===== config.mk =====
export PLATFORM = sky130hd
export DESIGN_NAME = flash_status_host
export DESIGN_NICKNAME = d
export VERILOG_FILES = /design/src/verilog/flash_host_pkg.sv /design/src/verilog/flash_cycle_if.sv /design/src/verilog/flash_bus_cycle.sv /design/src/verilog/flash_status_host.sv
export SDC_FILE = /design/constraint.sdc
export NUM_CORES = 1
export LEC_CHECK = 0
export ABC_AREA = 1
export BUFFER_PORTS_ARGS = -buffer_cell sky130_fd_sc_hd__clkbuf_2
export CORE_ASPECT_RATIO = 1.2
export CORE_UTILIZATION = 58
export DETAILED_ROUTE_END_ITERATION = 16
export HOLD_SLACK_MARGIN = 0.1
export MAX_ROUTING_LAYER = met4
export PLACE_DENSITY = 0.88
export SETUP_SLACK_MARGIN = 0.5
export SLEW_MARGIN = 30
export SYNTH_ARGS = -nofsm -noshare
export SYNTH_HDL_FRONTEND = slang
export SYNTH_SLANG_ARGS = --single-unit

===== constraint.sdc =====
create_clock -name i_mclk -period 8.95 [get_ports i_mclk]
set_input_delay 0.895 -clock i_mclk [delete_from_list [all_inputs] [get_ports i_mclk]]
set_output_delay 0.895 -clock i_mclk [all_outputs]
set_load 0.01 [all_outputs]

===== src/verilog/flash_host_pkg.sv =====
`default_nettype none
package flash_host_pkg;
  localparam int ADDR_W = 20;
  localparam int DATA_W = 16;
  localparam int CLK_NS = 10;

  // Pin timing in ns, the poll limit in ms, and the least cycle counts derived from them
  localparam int T_AS_NS   = 10;
  localparam int T_WP_NS   = 100;
  localparam int T_DH_NS   = 10;
  localparam int T_ACC_NS  = 90;
  localparam int T_OEHP_NS = 150;
  localparam int T_RO_NS   = 800;
  localparam int T_RST_NS  = 500;
  localparam int T_POLL_LIMIT_MS = 1000;
  localparam int AS_CYC   = (T_AS_NS + CLK_NS - 1) / CLK_NS;
  localparam int WP_CYC   = (T_WP_NS + CLK_NS - 1) / CLK_NS;
  localparam int DH_CYC   = (T_DH_NS + CLK_NS - 1) / CLK_NS;
  localparam int ACC_CYC  = (T_ACC_NS + CLK_NS - 1) / CLK_NS;
  localparam int OEHP_CYC = (T_OEHP_NS + CLK_NS - 1) / CLK_NS;
  localparam int RO_CYC   = (T_RO_NS + CLK_NS - 1) / CLK_NS;
  localparam int RST_CYC  = (T_RST_NS + CLK_NS - 1) / CLK_NS;
  localparam int POLL_LIMIT_CYC = T_POLL_LIMIT_MS * (1000000 / CLK_NS);
  localparam int SYNC_CYC = 2;
  localparam int CNT_W    = 8;

  // Status and command field positions and widths
  localparam int DATA_POLL_BIT           = 7;
  localparam int TOGGLE_FLAG_BIT         = 6;
  localparam int ERASE_SECTOR_TOGGLE_BIT = 2;
  localparam int ID_SELECT_ADDR_BIT      = 0;
  localparam int CMD_ADDR_BITS           = 16;
  localparam int CMD_DATA_BITS           = 8;

  typedef enum logic [2:0] {
    OP_READ,
    OP_WRITE,
    OP_CMD,
    OP_ID_READ,
    OP_TOGGLE_POLL,
    OP_DATA_POLL
  } op_t;
endpackage
`default_nettype wire


===== src/verilog/flash_cycle_if.sv =====
`timescale 1ns/1ps
`default_nettype none
interface flash_cycle_if;
  import flash_host_pkg::*;
  logic              req;
  logic              wr;
  logic [ADDR_W-1:0] addr;
  logic [DATA_W-1:0] wdata;
  logic              ack;
  logic [DATA_W-1:0] rdata;
  modport seq (output req, output wr, output addr, output wdata, input ack, input rdata);
  modport eng (input req, input wr, input addr, input wdata, output ack, output rdata);
endinterface
`default_nettype wire


===== src/verilog/flash_bus_cycle.sv =====
`timescale 1ns/1ps
`default_nettype none
module flash_bus_cycle (
  input  wire logic                          i_mclk,
  input  wire logic                          i_rst,
  flash_cycle_if.eng                         cyc,
  input  wire logic [flash_host_pkg::DATA_W-1:0] i_dq,
  output logic                               o_ce_n,
  output logic                               o_oe_n,
  output logic                               o_we_n,
  output logic [flash_host_pkg::ADDR_W-1:0]  o_addr,
  output logic [flash_host_pkg::DATA_W-1:0]  o_dq,
  output logic                               o_dq_oe
);
  import flash_host_pkg::*;

  typedef enum {E_IDLE, E_SETUP, E_STROBE, E_HOLD, E_REC} phase_t;

  phase_t            st_q, st_d;
  logic [CNT_W-1:0]  cnt_q, cnt_d;
  logic              wr_q, wr_d, ce_q, ce_d, oe_q, oe_d, we_q, we_d;
  logic              dqoe_q, dqoe_d, ack_q, ack_d;
  logic [ADDR_W-1:0] addr_q, addr_d;
  logic [DATA_W-1:0] dq_q, dq_d, rdata_q, rdata_d;
  logic [DATA_W-1:0] s1_q, s2_q, s3_q;

  always_comb begin
    st_d = st_q;
    cnt_d = cnt_q;
    wr_d = wr_q;
    ce_d = ce_q;
    oe_d = oe_q;
    we_d = we_q;
    dqoe_d = dqoe_q;
    addr_d = addr_q;
    dq_d = dq_q;
    rdata_d = rdata_q;
    ack_d = 1'b0;
    case (st_q)
      E_IDLE: begin
        if (cyc.req && !ack_q) begin
          addr_d = cyc.addr;
          dq_d = cyc.wdata;
          wr_d = cyc.wr;
          dqoe_d = cyc.wr;
          ce_d = 1'b0;
          cnt_d = CNT_W'(AS_CYC - 1);
          st_d = E_SETUP;
        end
      end
      E_SETUP: begin
        if (cnt_q != '0) begin
          cnt_d = cnt_q - 1'b1;
        end else if (wr_q) begin
          we_d = 1'b0;
          cnt_d = CNT_W'(WP_CYC - 1);
          st_d = E_STROBE;
        end else begin
          oe_d = 1'b0;
          cnt_d = CNT_W'(ACC_CYC + SYNC_CYC - 1);
          st_d = E_STROBE;
        end
      end
      E_STROBE: begin
        if (cnt_q != '0) begin
          cnt_d = cnt_q - 1'b1;
        end else if (wr_q) begin
          we_d = 1'b1;
          cnt_d = CNT_W'(DH_CYC - 1);
          st_d = E_HOLD;
        end else if (s2_q == s3_q) begin
          rdata_d = s3_q;
          oe_d = 1'b1;
          ce_d = 1'b1;
          // Both strobes stay high long enough to advance the toggle flag
          cnt_d = CNT_W'(OEHP_CYC - 1);
          st_d = E_REC;
        end
      end
      E_HOLD: begin
        if (cnt_q != '0) begin
          cnt_d = cnt_q - 1'b1;
        end else begin
          dqoe_d = 1'b0;
          ce_d = 1'b1;
          cnt_d = CNT_W'(OEHP_CYC - 1);
          st_d = E_REC;
        end
      end
      E_REC: begin
        if (cnt_q != '0) begin
          cnt_d = cnt_q - 1'b1;
        end else begin
          ack_d = 1'b1;
          st_d = E_IDLE;
        end
      end
      default: st_d = E_IDLE;
    endcase
  end

  always_ff @(posedge i_mclk or posedge i_rst) begin
    if (i_rst) begin
      st_q <= E_IDLE;
      cnt_q <= '0;
      wr_q <= 1'b0;
      ce_q <= 1'b1;
      oe_q <= 1'b1;
      we_q <= 1'b1;
      dqoe_q <= 1'b0;
      ack_q <= 1'b0;
      addr_q <= '0;
      dq_q <= '0;
      rdata_q <= '0;
      s1_q <= '0;
      s2_q <= '0;
      s3_q <= '0;
    end else begin
      st_q <= st_d;
      cnt_q <= cnt_d;
      wr_q <= wr_d;
      ce_q <= ce_d;
      oe_q <= oe_d;
      we_q <= we_d;
      dqoe_q <= dqoe_d;
      ack_q <= ack_d;
      addr_q <= addr_d;
      dq_q <= dq_d;
      rdata_q <= rdata_d;
      s1_q <= i_dq;
      s2_q <= s1_q;
      s3_q <= s2_q;
    end
  end

  assign cyc.ack = ack_q;
  assign cyc.rdata = rdata_q;
  assign o_ce_n = ce_q;
  assign o_oe_n = oe_q;
  assign o_we_n = we_q;
  assign o_addr = addr_q;
  assign o_dq = dq_q;
  assign o_dq_oe = dqoe_q;
endmodule
`default_nettype wire


===== src/verilog/flash_status_host.sv =====
`timescale 1ns/1ps
`default_nettype none
module flash_status_host #(
  parameter int POLL_LIMIT = flash_host_pkg::POLL_LIMIT_CYC
) (
  input  wire logic                              i_mclk,
  input  wire logic                              i_rst,
  input  wire logic                              i_cmd_valid,
  input  wire flash_host_pkg::op_t               i_cmd_op,
  input  wire logic [flash_host_pkg::ADDR_W-1:0] i_cmd_addr,
  input  wire logic [flash_host_pkg::DATA_W-1:0] i_cmd_wdata,
  output logic                                   o_cmd_ready,
  output logic                                   o_done,
  output logic                                   o_timeout,
  output logic                                   o_sector_toggled,
  output logic [flash_host_pkg::DATA_W-1:0]      o_rdata,
  output logic                                   o_flash_reset_n,
  output logic                                   o_ce_n,
  output logic                                   o_oe_n,
  output logic                                   o_we_n,
  output logic [flash_host_pkg::ADDR_W-1:0]      o_addr,
  input  wire logic [flash_host_pkg::DATA_W-1:0] i_dq,
  output logic [flash_host_pkg::DATA_W-1:0]      o_dq,
  output logic                                   o_dq_oe
);
  import flash_host_pkg::*;

  if (POLL_LIMIT < 2) begin : g_poll_limit_check
    $error("POLL_LIMIT must be at least 2");
  end

  typedef enum {M_RST, M_BOOT, M_IDLE, M_BUSY} mstate_t;

  flash_cycle_if cyc ();

  mstate_t           st_q, st_d;
  logic [31:0]       tmr_q, tmr_d;
  op_t               op_q, op_d;
  logic [ADDR_W-1:0] addr_q, addr_d;
  logic [DATA_W-1:0] wdata_q, wdata_d, prev_q, prev_d, rdata_q, rdata_d;
  logic              req_q, req_d, wr_q, wr_d, first_q, first_d;
  logic              ready_q, ready_d, done_q, done_d, tout_q, tout_d;
  logic              stog_q, stog_d, frst_n_q, frst_n_d;
  logic              settled;

  flash_bus_cycle u_cycle (
    .i_mclk  (i_mclk),
    .i_rst   (i_rst),
    .cyc     (cyc),
    .i_dq    (i_dq),
    .o_ce_n  (o_ce_n),
    .o_oe_n  (o_oe_n),
    .o_we_n  (o_we_n),
    .o_addr  (o_addr),
    .o_dq    (o_dq),
    .o_dq_oe (o_dq_oe)
  );

  assign cyc.req = req_q;
  assign cyc.wr = wr_q;
  assign cyc.addr = addr_q;
  assign cyc.wdata = wdata_q;

  // A toggle poll ends when bit 6 matches across two reads, a data poll when bit 7 matches the written data
  always_comb begin
    settled = 1'b0;
    if (op_q == OP_TOGGLE_POLL) begin
      settled = !first_q &&
                (cyc.rdata[TOGGLE_FLAG_BIT] == prev_q[TOGGLE_FLAG_BIT]);
    end else begin
      settled = cyc.rdata[DATA_POLL_BIT] == wdata_q[DATA_POLL_BIT];
    end
  end

  always_comb begin
    st_d = st_q;
    tmr_d = tmr_q;
    op_d = op_q;
    addr_d = addr_q;
    wdata_d = wdata_q;
    prev_d = prev_q;
    rdata_d = rdata_q;
    req_d = req_q;
    wr_d = wr_q;
    first_d = first_q;
    ready_d = ready_q;
    done_d = 1'b0;
    tout_d = tout_q;
    stog_d = stog_q;
    frst_n_d = frst_n_q;
    case (st_q)
      M_RST: begin
        tmr_d = tmr_q + 1'b1;
        if (tmr_q == 32'(RST_CYC - 1)) begin
          // Pulsing the reset pin leaves the device in normal read mode
          frst_n_d = 1'b1;
          tmr_d = '0;
          st_d = M_BOOT;
        end
      end
      M_BOOT: begin
        tmr_d = tmr_q + 1'b1;
        if (tmr_q == 32'(RO_CYC - 1)) begin
          ready_d = 1'b1;
          st_d = M_IDLE;
        end
      end
      M_IDLE: begin
        if (i_cmd_valid) begin
          op_d = i_cmd_op;
          // Plain writes keep every address line, so an erase can name its sector
          addr_d = i_cmd_addr;
          wdata_d = i_cmd_wdata;
          wr_d = (i_cmd_op == OP_WRITE) || (i_cmd_op == OP_CMD);
          if (i_cmd_op == OP_CMD) begin
            addr_d = {{(ADDR_W - CMD_ADDR_BITS){1'b0}},
                      i_cmd_addr[CMD_ADDR_BITS-1:0]};
            wdata_d = {{(DATA_W - CMD_DATA_BITS){1'b0}},
                       i_cmd_wdata[CMD_DATA_BITS-1:0]};
          end
          if (i_cmd_op == OP_ID_READ) begin
            addr_d = '0;
            addr_d[ID_SELECT_ADDR_BIT] = i_cmd_addr[ID_SELECT_ADDR_BIT];
          end
          req_d = 1'b1;
          ready_d = 1'b0;
          first_d = 1'b1;
          tout_d = 1'b0;
          stog_d = 1'b0;
          tmr_d = '0;
          st_d = M_BUSY;
        end
      end
      M_BUSY: begin
        if (tmr_q != 32'hFFFF_FFFF) begin
          tmr_d = tmr_q + 1'b1;
        end
        if (cyc.ack) begin
          rdata_d = cyc.rdata;
          prev_d = cyc.rdata;
          first_d = 1'b0;
          if (!first_q) begin
            // Suspended erase sector: bit 6 stays, bit 2 still moves
            stog_d = cyc.rdata[ERASE_SECTOR_TOGGLE_BIT] !=
                     prev_q[ERASE_SECTOR_TOGGLE_BIT];
          end
          if ((op_q == OP_TOGGLE_POLL || op_q == OP_DATA_POLL) && !settled &&
              tmr_q < 32'(POLL_LIMIT)) begin
            // Same address stays on the bus for the next poll read
            req_d = 1'b1;
          end else begin
            tout_d = (op_q == OP_TOGGLE_POLL || op_q == OP_DATA_POLL) && !settled;
            req_d = 1'b0;
            done_d = 1'b1;
            ready_d = 1'b1;
            st_d = M_IDLE;
          end
        end
      end
      default: st_d = M_RST;
    endcase
  end

  always_ff @(posedge i_mclk or posedge i_rst) begin
    if (i_rst) begin
      st_q <= M_RST;
      tmr_q <= '0;
      op_q <= OP_READ;
      addr_q <= '0;
      wdata_q <= '0;
      prev_q <= '0;
      rdata_q <= '0;
      req_q <= 1'b0;
      wr_q <= 1'b0;
      first_q <= 1'b0;
      ready_q <= 1'b0;
      done_q <= 1'b0;
      tout_q <= 1'b0;
      stog_q <= 1'b0;
      frst_n_q <= 1'b0;
    end else begin
      st_q <= st_d;
      tmr_q <= tmr_d;
      op_q <= op_d;
      addr_q <= addr_d;
      wdata_q <= wdata_d;
      prev_q <= prev_d;
      rdata_q <= rdata_d;
      req_q <= req_d;
      wr_q <= wr_d;
      first_q <= first_d;
      ready_q <= ready_d;
      done_q <= done_d;
      tout_q <= tout_d;
      stog_q <= stog_d;
      frst_n_q <= frst_n_d;
    end
  end

  assign o_cmd_ready = ready_q;
  assign o_done = done_q;
  assign o_timeout = tout_q;
  assign o_sector_toggled = stog_q;
  assign o_rdata = rdata_q;
  assign o_flash_reset_n = frst_n_q;
endmodule
`default_nettype wire

==> results of run 1 <==
cell usage in the layout (no fill, tap or decap), types with 5 or more instances in the layout:
cell / count
o21ai_2: 29
inv_1: 117
o211ai_1: 18
clkbuf_16: 21
nor3_1: 6
xor2_1: 28
dfrtp_1: 210
nand4_1: 10
inv_2: 5
a21oi_1: 12
nor2_2: 5
nor2_1: 114
nand3_1: 51
clkbuf_2: 118
o21ai_0: 75
nand2_1: 367
clkinv_2: 5
a21o_1: 5
o22ai_1: 15
worst max-delay path, stage by stage, from the launching register on:
cell and delay, ns:
dfrtp_1 0.53, inv_2 0.28, nor2_1 0.19, nand2_1 0.39, clkinv_1 0.12, buf_4 0.51
nand2_1 0.13, o22ai_1 0.14
registers in the layout, summed over array words and instances (netlist names), 3 cells and up:
signal / count
u_cycle.cyc.rdata: 16
tmr_q: 32
op_q: 3
cyc.wdata: 16
addr_q: 20
u_cycle.o_dq: 16
u_cycle.st_q: 3
o_rdata: 16
u_cycle.o_addr: 20
u_cycle.cnt_q: 8
u_cycle.s1_q: 16
u_cycle.s3_q: 16
u_cycle.s2_q: 16
cell families after synthesis:
| group | synth area share |
|---|---|
| buf+inv | 0.06965 |
| fa+ha+maj | 0.005121 |
| xor+xnor | 0.02868 |
| simple gates | 0.2435 |
| compound gates | 0.1047 |
| flops | 0.5483 |
through the flow:
| step | cell area [um2] | utilization |
|---|---|---|
| 6_report | 11140 | 0.6821 |
| 5_1_grt | 11140 | 0.6821 |
| 4_1_cts | 11130 | 0.6814 |
| 3_5_place_dp | 10450 | 0.6397 |
| 3_3_place_gp | 10440 | 0.6392 |
| 2_1_floorplan | 9773 | - |
worst min path at each step:
stage | endpoint | depth (start not counted) | slack [ns]
finish | u_cycle.s2_q[1] | 0 | 0.34
global route | u_cycle.s2_q[0] | 0 | 0.35
CTS | u_cycle.s2_q[1] | 0 | 0.35
detailed placement | u_cycle.s2_q[13] | 0 | 0.33
global placement | u_cycle.s2_q[11] | 0 | 0.33
floorplan | u_cycle.s2_q[0] | 0 | 0.33
where the power goes:
part / internal (mW) / switching, mW
clock network: 0.508 / 0.363
logic: 0.292 / 0.586
registers: 1.18 / 0.146
layer usage:
layer / global-route usage / wire (um)
met1: 0.3197 / 8739
met2: 0.4516 / 11160
met3: 0.04574 / 1262
met4: 0.09747 / 701
met5: - / 0
cell type report:
class | count | area, um2
Sequential cell | 214 | 5360
Fill cell | 1287 | 5194
Multi-Input combinational cell | 774 | 3744
Timing Repair Buffer | 120 | 609.3
Clock buffer | 26 | 564.3
Inverter | 125 | 481.7
Tap cell | 212 | 265.3
Clock inverter | 11 | 117.6
==> impl_metrics.csv, run 1 <==
group,metric,value,unit
run_status,status,"completed",
logic_synthesis,synthArstFlopShare,1.000,
timing,min_period_over_period,0.2695,
cells_and_area,syn2layout_area_growth,14.01,%
timing,fmax,0.4145,GHz
route,drt-total-wl,21860,um
hold_path,min_path_type,"reg -> reg",
clocking,cts_hold_buffers,0,
critical_path,r2r_end,"addr_q[2]",
logic_synthesis,synth_flop_cell,"dfrtp_1",
critical_path,reg2reg_slack,6.54,ns
job,maxCapViolations,0,
critical_path,path_class,"reg -> reg",
logic_synthesis,yosysWarningCount,0,
timing,maxSlewViolCount,0,
logic_synthesis,synth_top_area_frac,0.5403,
logic_synthesis,synth_cells,1149,
critical_path,endpoint_kind,"flip-flop",
grt,grt_max_degree,141,
floorplan,fp.dieW,120.5,um
timing,worst_pin_slew,0.7008,ns
clocking,clk_latency,0.50,ns
floorplan,die_h,144.2,um
floorplan,ioPinCount,119,
floorplan,die_area,0.01738,mm2
place,dp_slack,6.260,ns
hold_path,min_from,"u_cycle.s1_q[1]",
power,worst_ir_drop_vdd,0.1805,mV
logic_synthesis,synth_seq_cells,214,
clocking,cts_tree,"built",
floorplan,start_util,0.5983,
route,ant_nets,0,
power,powerDensity,276.1,mW/mm2
power,finalPower,3.076,mW
critical_path,crit_path_end,"addr_q[2]",
timing,timing.hold.ws,0.3450,ns
logic_synthesis,synth_cell_type_count,40,
logic_synthesis,syn-num-nets,1211,
clocking,cts_buffers,21,
floorplan,core-area,0.01634,mm2
logic_synthesis,synth-edff-count,0,
place,gp_congestion,0.9402,
grt,grtUsageTotal,0.2657,
place,post-dp-hpwl,14970,um
clocking,cts_buffer_depth,3,
route,drt_pass1_iterations,5,
logic_synthesis,yosys-top-cells-count,"nand2_1 (368), dfrtp_1 (211), inv_1 (119)",
cells_and_area,stdcell_count,1482,
route,drc,0,
critical_path,cp_max_fo,65,
timing,setup_violations,0,
clocking,cts_setup_buffers,0,
cells_and_area,layout-drive-gt1-share,0.1724,
grt,grt_pass1_vias,7598,
critical_path,worst_setup_path_start_kind,"flip-flop",
place,dp.cells,1445,
critical_path,arrival,2.83,ns
clocking,clk_pin_slew_worst_paths,0.06,ns
route,wl_per_cell,14.75,um
cells_and_area,diodes,0,
grt,antenna_found_initial,0,
clocking,cts_sinks,214,
clocking,cts_root_buf,"clkbuf_16",
timing,period_minus_slack,2.412,ns
timing,rsz0062_at_grt,"no",
cells_and_area,layout.nets,1318,
clocking,cts_htree_levels,1,
logic_synthesis,yosysMostFrequentCell,"nand2_1",
timing,hold_viol,0,
power,p_leak,5.651,nW
timing,fin_ws,6.538,ns
clocking,cts-resized-gates,0,
logic_synthesis,synthesis.area,0.009773,mm2
route,via_per_inst,5.300,
timing,fin_tns_setup,0,ns
critical_path,setup.worst_path.start,"st_q[1]",
logic_synthesis,synth_area_per_cell,8.506,um2
route,drtIter0Drc,642,
floorplan,row_count,51,
timing,max_slew_margin,0.5328,
critical_path,reg2reg_from,"st_q[1]",
route,num_vias,7854,
place,numPortBuffers,118,
critical_path,r2r.worst_path.cells,7,
timing,fin_worst_skew,0.01856,ns
grt,grt_pass1_wl,35590,um
critical_path,cp.required,9.37,ns
grt,grt-ovfl-total,0,
logic_synthesis,yosys-top-cells-area,"dfrtp_1 (54%), nand2_1 (14%), inv_1 (4.6%)",
logic_synthesis,ys_seq_area_frac,0.5483,
logic_synthesis,yosysTopAreaCell,"dfrtp_1",
Power figures use the tool's default switching activity.
==> run 2, diff against run 1 <==
--- a/config.mk
+++ b/config.mk
@@ -5,14 +5,14 @@
 export SDC_FILE = /design/constraint.sdc
 export NUM_CORES = 1
 export LEC_CHECK = 0
-export ABC_AREA = 1
+export ABC_AREA = 0
 export BUFFER_PORTS_ARGS = -buffer_cell sky130_fd_sc_hd__clkbuf_2
 export CORE_ASPECT_RATIO = 1.2
-export CORE_UTILIZATION = 58
+export CORE_UTILIZATION = 52
 export DETAILED_ROUTE_END_ITERATION = 16
 export HOLD_SLACK_MARGIN = 0.1
 export MAX_ROUTING_LAYER = met4
-export PLACE_DENSITY = 0.88
+export PLACE_DENSITY = 0.84
 export SETUP_SLACK_MARGIN = 0.5
 export SLEW_MARGIN = 30
 export SYNTH_ARGS = -nofsm -noshare
==> constraint.sdc (replaced) <==
create_clock -name i_mclk -period 2.1 [get_ports i_mclk]
set_input_delay 0.21 -clock i_mclk [delete_from_list [all_inputs] [get_ports i_mclk]]
set_output_delay 0.21 -clock i_mclk [all_outputs]
set_load 0.01 [all_outputs]
==> impl_metrics.csv, run 2 <==
group,metric,value,unit
hold_path,min_to,"o_cmd_ready",
critical_path,reg2reg_from,"tmr_q[31]",
timing,fmax,0.4246,GHz
grt,grt_pass1_wl,47920,um
cells_and_area,fin_area,0.01404,mm2
logic_synthesis,yosysWarningCount,0,
cells_and_area,largest_register,"tmr_q",
clocking,cts_buffer_depth,3,
clocking,cts_sinks,214,
logic_synthesis,synthArstFlopShare,1.000,
power,finalPower,11.21,mW
cells_and_area,stdcell_count,1276,
floorplan,fp.dieW,120.0,um
floorplan,ioPinCount,119,
timing,timing.hold.ws,0.2800,ns
logic_synthesis,synth_seq_cells,214,
timing,maxSlewViolCount,0,
floorplan,start_util,0.5342,
place,numPortBuffers,118,
critical_path,r2r_end,"tmr_q[0]",
cells_and_area,final_cell_mix,"dfrtp_1 (208), clkbuf_2 (118), buf_4 (92)",
grt,grt-ovfl-total,0,
power,powerDensity,798.4,mW/mm2
floorplan,row_count,51,
route,num_vias,8090,
grt,grt_max_degree,55,
logic_synthesis,yosys-top-cells-count,"dfrtp_1 (211), mux2_2 (80), nor2_1 (67)",
timing,worst_pin_slew,0.5198,ns
power,p_leak,6.612,nW
cells_and_area,syn2layout_area_growth,61.58,%
cells_and_area,fin_util,0.8631,
logic_synthesis,yosysTopAreaCell,"dfrtp_1",
critical_path,arrival,2.74,ns
logic_synthesis,synthesis.area,0.008692,mm2
place,dp_slack,-0.08110,ns
timing,min_period_over_period,1.121,
clocking,cts_root_buf,"clkbuf_16",
timing,setup_violations,71,
logic_synthesis,synth_flop_cell,"dfrtp_1",
timing,fin_tns_setup,-8.645,ns
place,dp.cells,1085,
timing,fin_worst_skew,0.03107,ns
critical_path,r2r.worst_path.cells,7,
timing,max_slew_margin,0.6527,
power,worst_ir_drop_vdd,0.7884,mV
route,via_per_inst,6.340,
clocking,cts_htree_levels,1,
critical_path,endpoint_kind,"flip-flop",
logic_synthesis,yosysMostFrequentCell,"dfrtp_1",
grt,grt_pass1_vias,8357,
route,drc,0,
timing,hold_viol,0,
logic_synthesis,ys_seq_area_frac,0.6165,
hold_path,hold_depth,5,
clocking,clk_pin_slew_worst_paths,0.07,ns
cells_and_area,layout-drive-gt1-share,0.5226,
grt,antenna_found_initial,2,
timing,fin_ws,-0.2549,ns
logic_synthesis,synth_area_per_cell,12.45,um2
run_status,violations,"negative setup slack",
route,drt_pass1_iterations,8,
logic_synthesis,synth_cells,698,
logic_synthesis,yosys-top-cells-area,"dfrtp_1 (61%), mux2_2 (10%), nor2_1 (2.9%)",
place,post-dp-hpwl,13900,um
grt,grtUsageTotal,0.3832,
critical_path,reg2reg_slack,-0.25,ns
job,maxCapViolations,0,
place,placed_cell_area,0.01037,mm2
logic_synthesis,syn-num-nets,760,
cells_and_area,layout_commonest_cell,"dfrtp_1",
clocking,cts_tree,"built",
logic_synthesis,synth-edff-count,0,
place,gp_congestion,0.9487,
critical_path,worst_setup_path_start_kind,"flip-flop",
route,drt-total-wl,36130,um
critical_path,cp_max_fo,3,
critical_path,cp.required,2.48,ns
floorplan,die_h,143.6,um
cells_and_area,layout.nets,1109,
floorplan,core-area,0.01627,mm2
hold_path,min_from,"i_cmd_valid",
route,ant_nets,0,
hold_path,min_path_type,"in -> reg",
logic_synthesis,synth_cell_type_count,54,
clocking,clk_latency,0.51,ns
critical_path,path_class,"reg -> reg",
logic_synthesis,synth_top_area_frac,0.6075,
timing,period_minus_slack,2.355,ns
clocking,cts_buffers,22,
floorplan,die_area,0.01724,mm2
cells_and_area,largest_register_ffs,32,
route,drtIter0Drc,768,
timing,rsz0062_at_grt,"yes",
run_status,status,"finished, violations left",
route,wl_per_cell,28.31,um
## run 2: cell types whose count changed in the layout (fill, tap and decap cells not counted), sizes merged, moves of 56 or more
cell / change
inv: -109
buf: +174
o21ai: -85
dlygate4sd3: +56
nand2: -330
mux2: +80
## run 2: area by class of cell
| type | count | area (um2) |
|---|---|---|
| sequential | 214 | 5363 |
| multi-input combinational | 442 | 4352 |
| timing repair buffer | 353 | 3282 |
| fill | 658 | 2227 |
| clock buffer | 27 | 600.6 |
| tap | 212 | 265.3 |
| clock inverter | 12 | 121.4 |
| inverter | 14 | 56.30 |
| antenna | 2 | 5.005 |
## run 2: how the worst max path moves through the flow
stage | startpoint | end | slack, ns | cells past startpoint
after detailed placement | tmr_q[9] | tmr_q[15] | -0.08 | 7
after global routing | tmr_q[31] | tmr_q[0] | -0.29 | 7
after CTS | tmr_q[21] | tmr_q[23] | -0.03 | 7
final | tmr_q[31] | tmr_q[0] | -0.25 | 7
after floorplan | i_rst | addr_q[0] | -0.89 | 1
after global placement | tmr_q[9] | tmr_q[17] | -0.04 | 7
## run 2: per-layer routing
metal / track usage / up-vias / wire [um]
met1: 0.4110 / 4024 / 11650
met3: 0.05913 / 276 / 2588
met4: 0.2092 / 0 / 3278
met5: - / - / 0
li1: - / 3183 / -
met2: 0.6788 / 607 / 18610
## run 2: worst max-delay path, cell delays in order, from the launching register on
cell	delay (ns)
dfrtp_1	0.43
or4_4	0.60
nor4b_4	0.40
nand2_1	0.15
o32ai_2	0.29
buf_4	0.18
nor3_2	0.04
a21o_1	0.14
## run 2: timing repair
action | in CTS | in global routing
gates resized for setup | 219 | 93
pin swaps | 70 | 48
cloned | 17 | 2
buffers inserted | 50 | 25
endpoints found under the setup margin | 154 | 165
hold buffers | 56 | 0
endpoints found under the hold margin | 71 | 0
## run 2: report_power, final
| group | switching, mW | internal (mW) | total [mW] |
|---|---|---|---|
| clock network | 1.76 | 2.29 | 4.05 |
| registers | 0.194 | 4.28 | 4.47 |
| logic | 1.46 | 1.22 | 2.69 |
| total | 3.42 | 7.80 | 11.2 |
## run 2: kinds of logic after synthesis
kind of cell               synth area share
AOI/OAI and AO/OA                   0.07572
buffers and inverters               0.02116
DFF                                  0.6165
muxes                                0.1059
xor gates and xnor gates            0.04937
adders and majority gates          0.005758
and+or+nand+nor                      0.1255
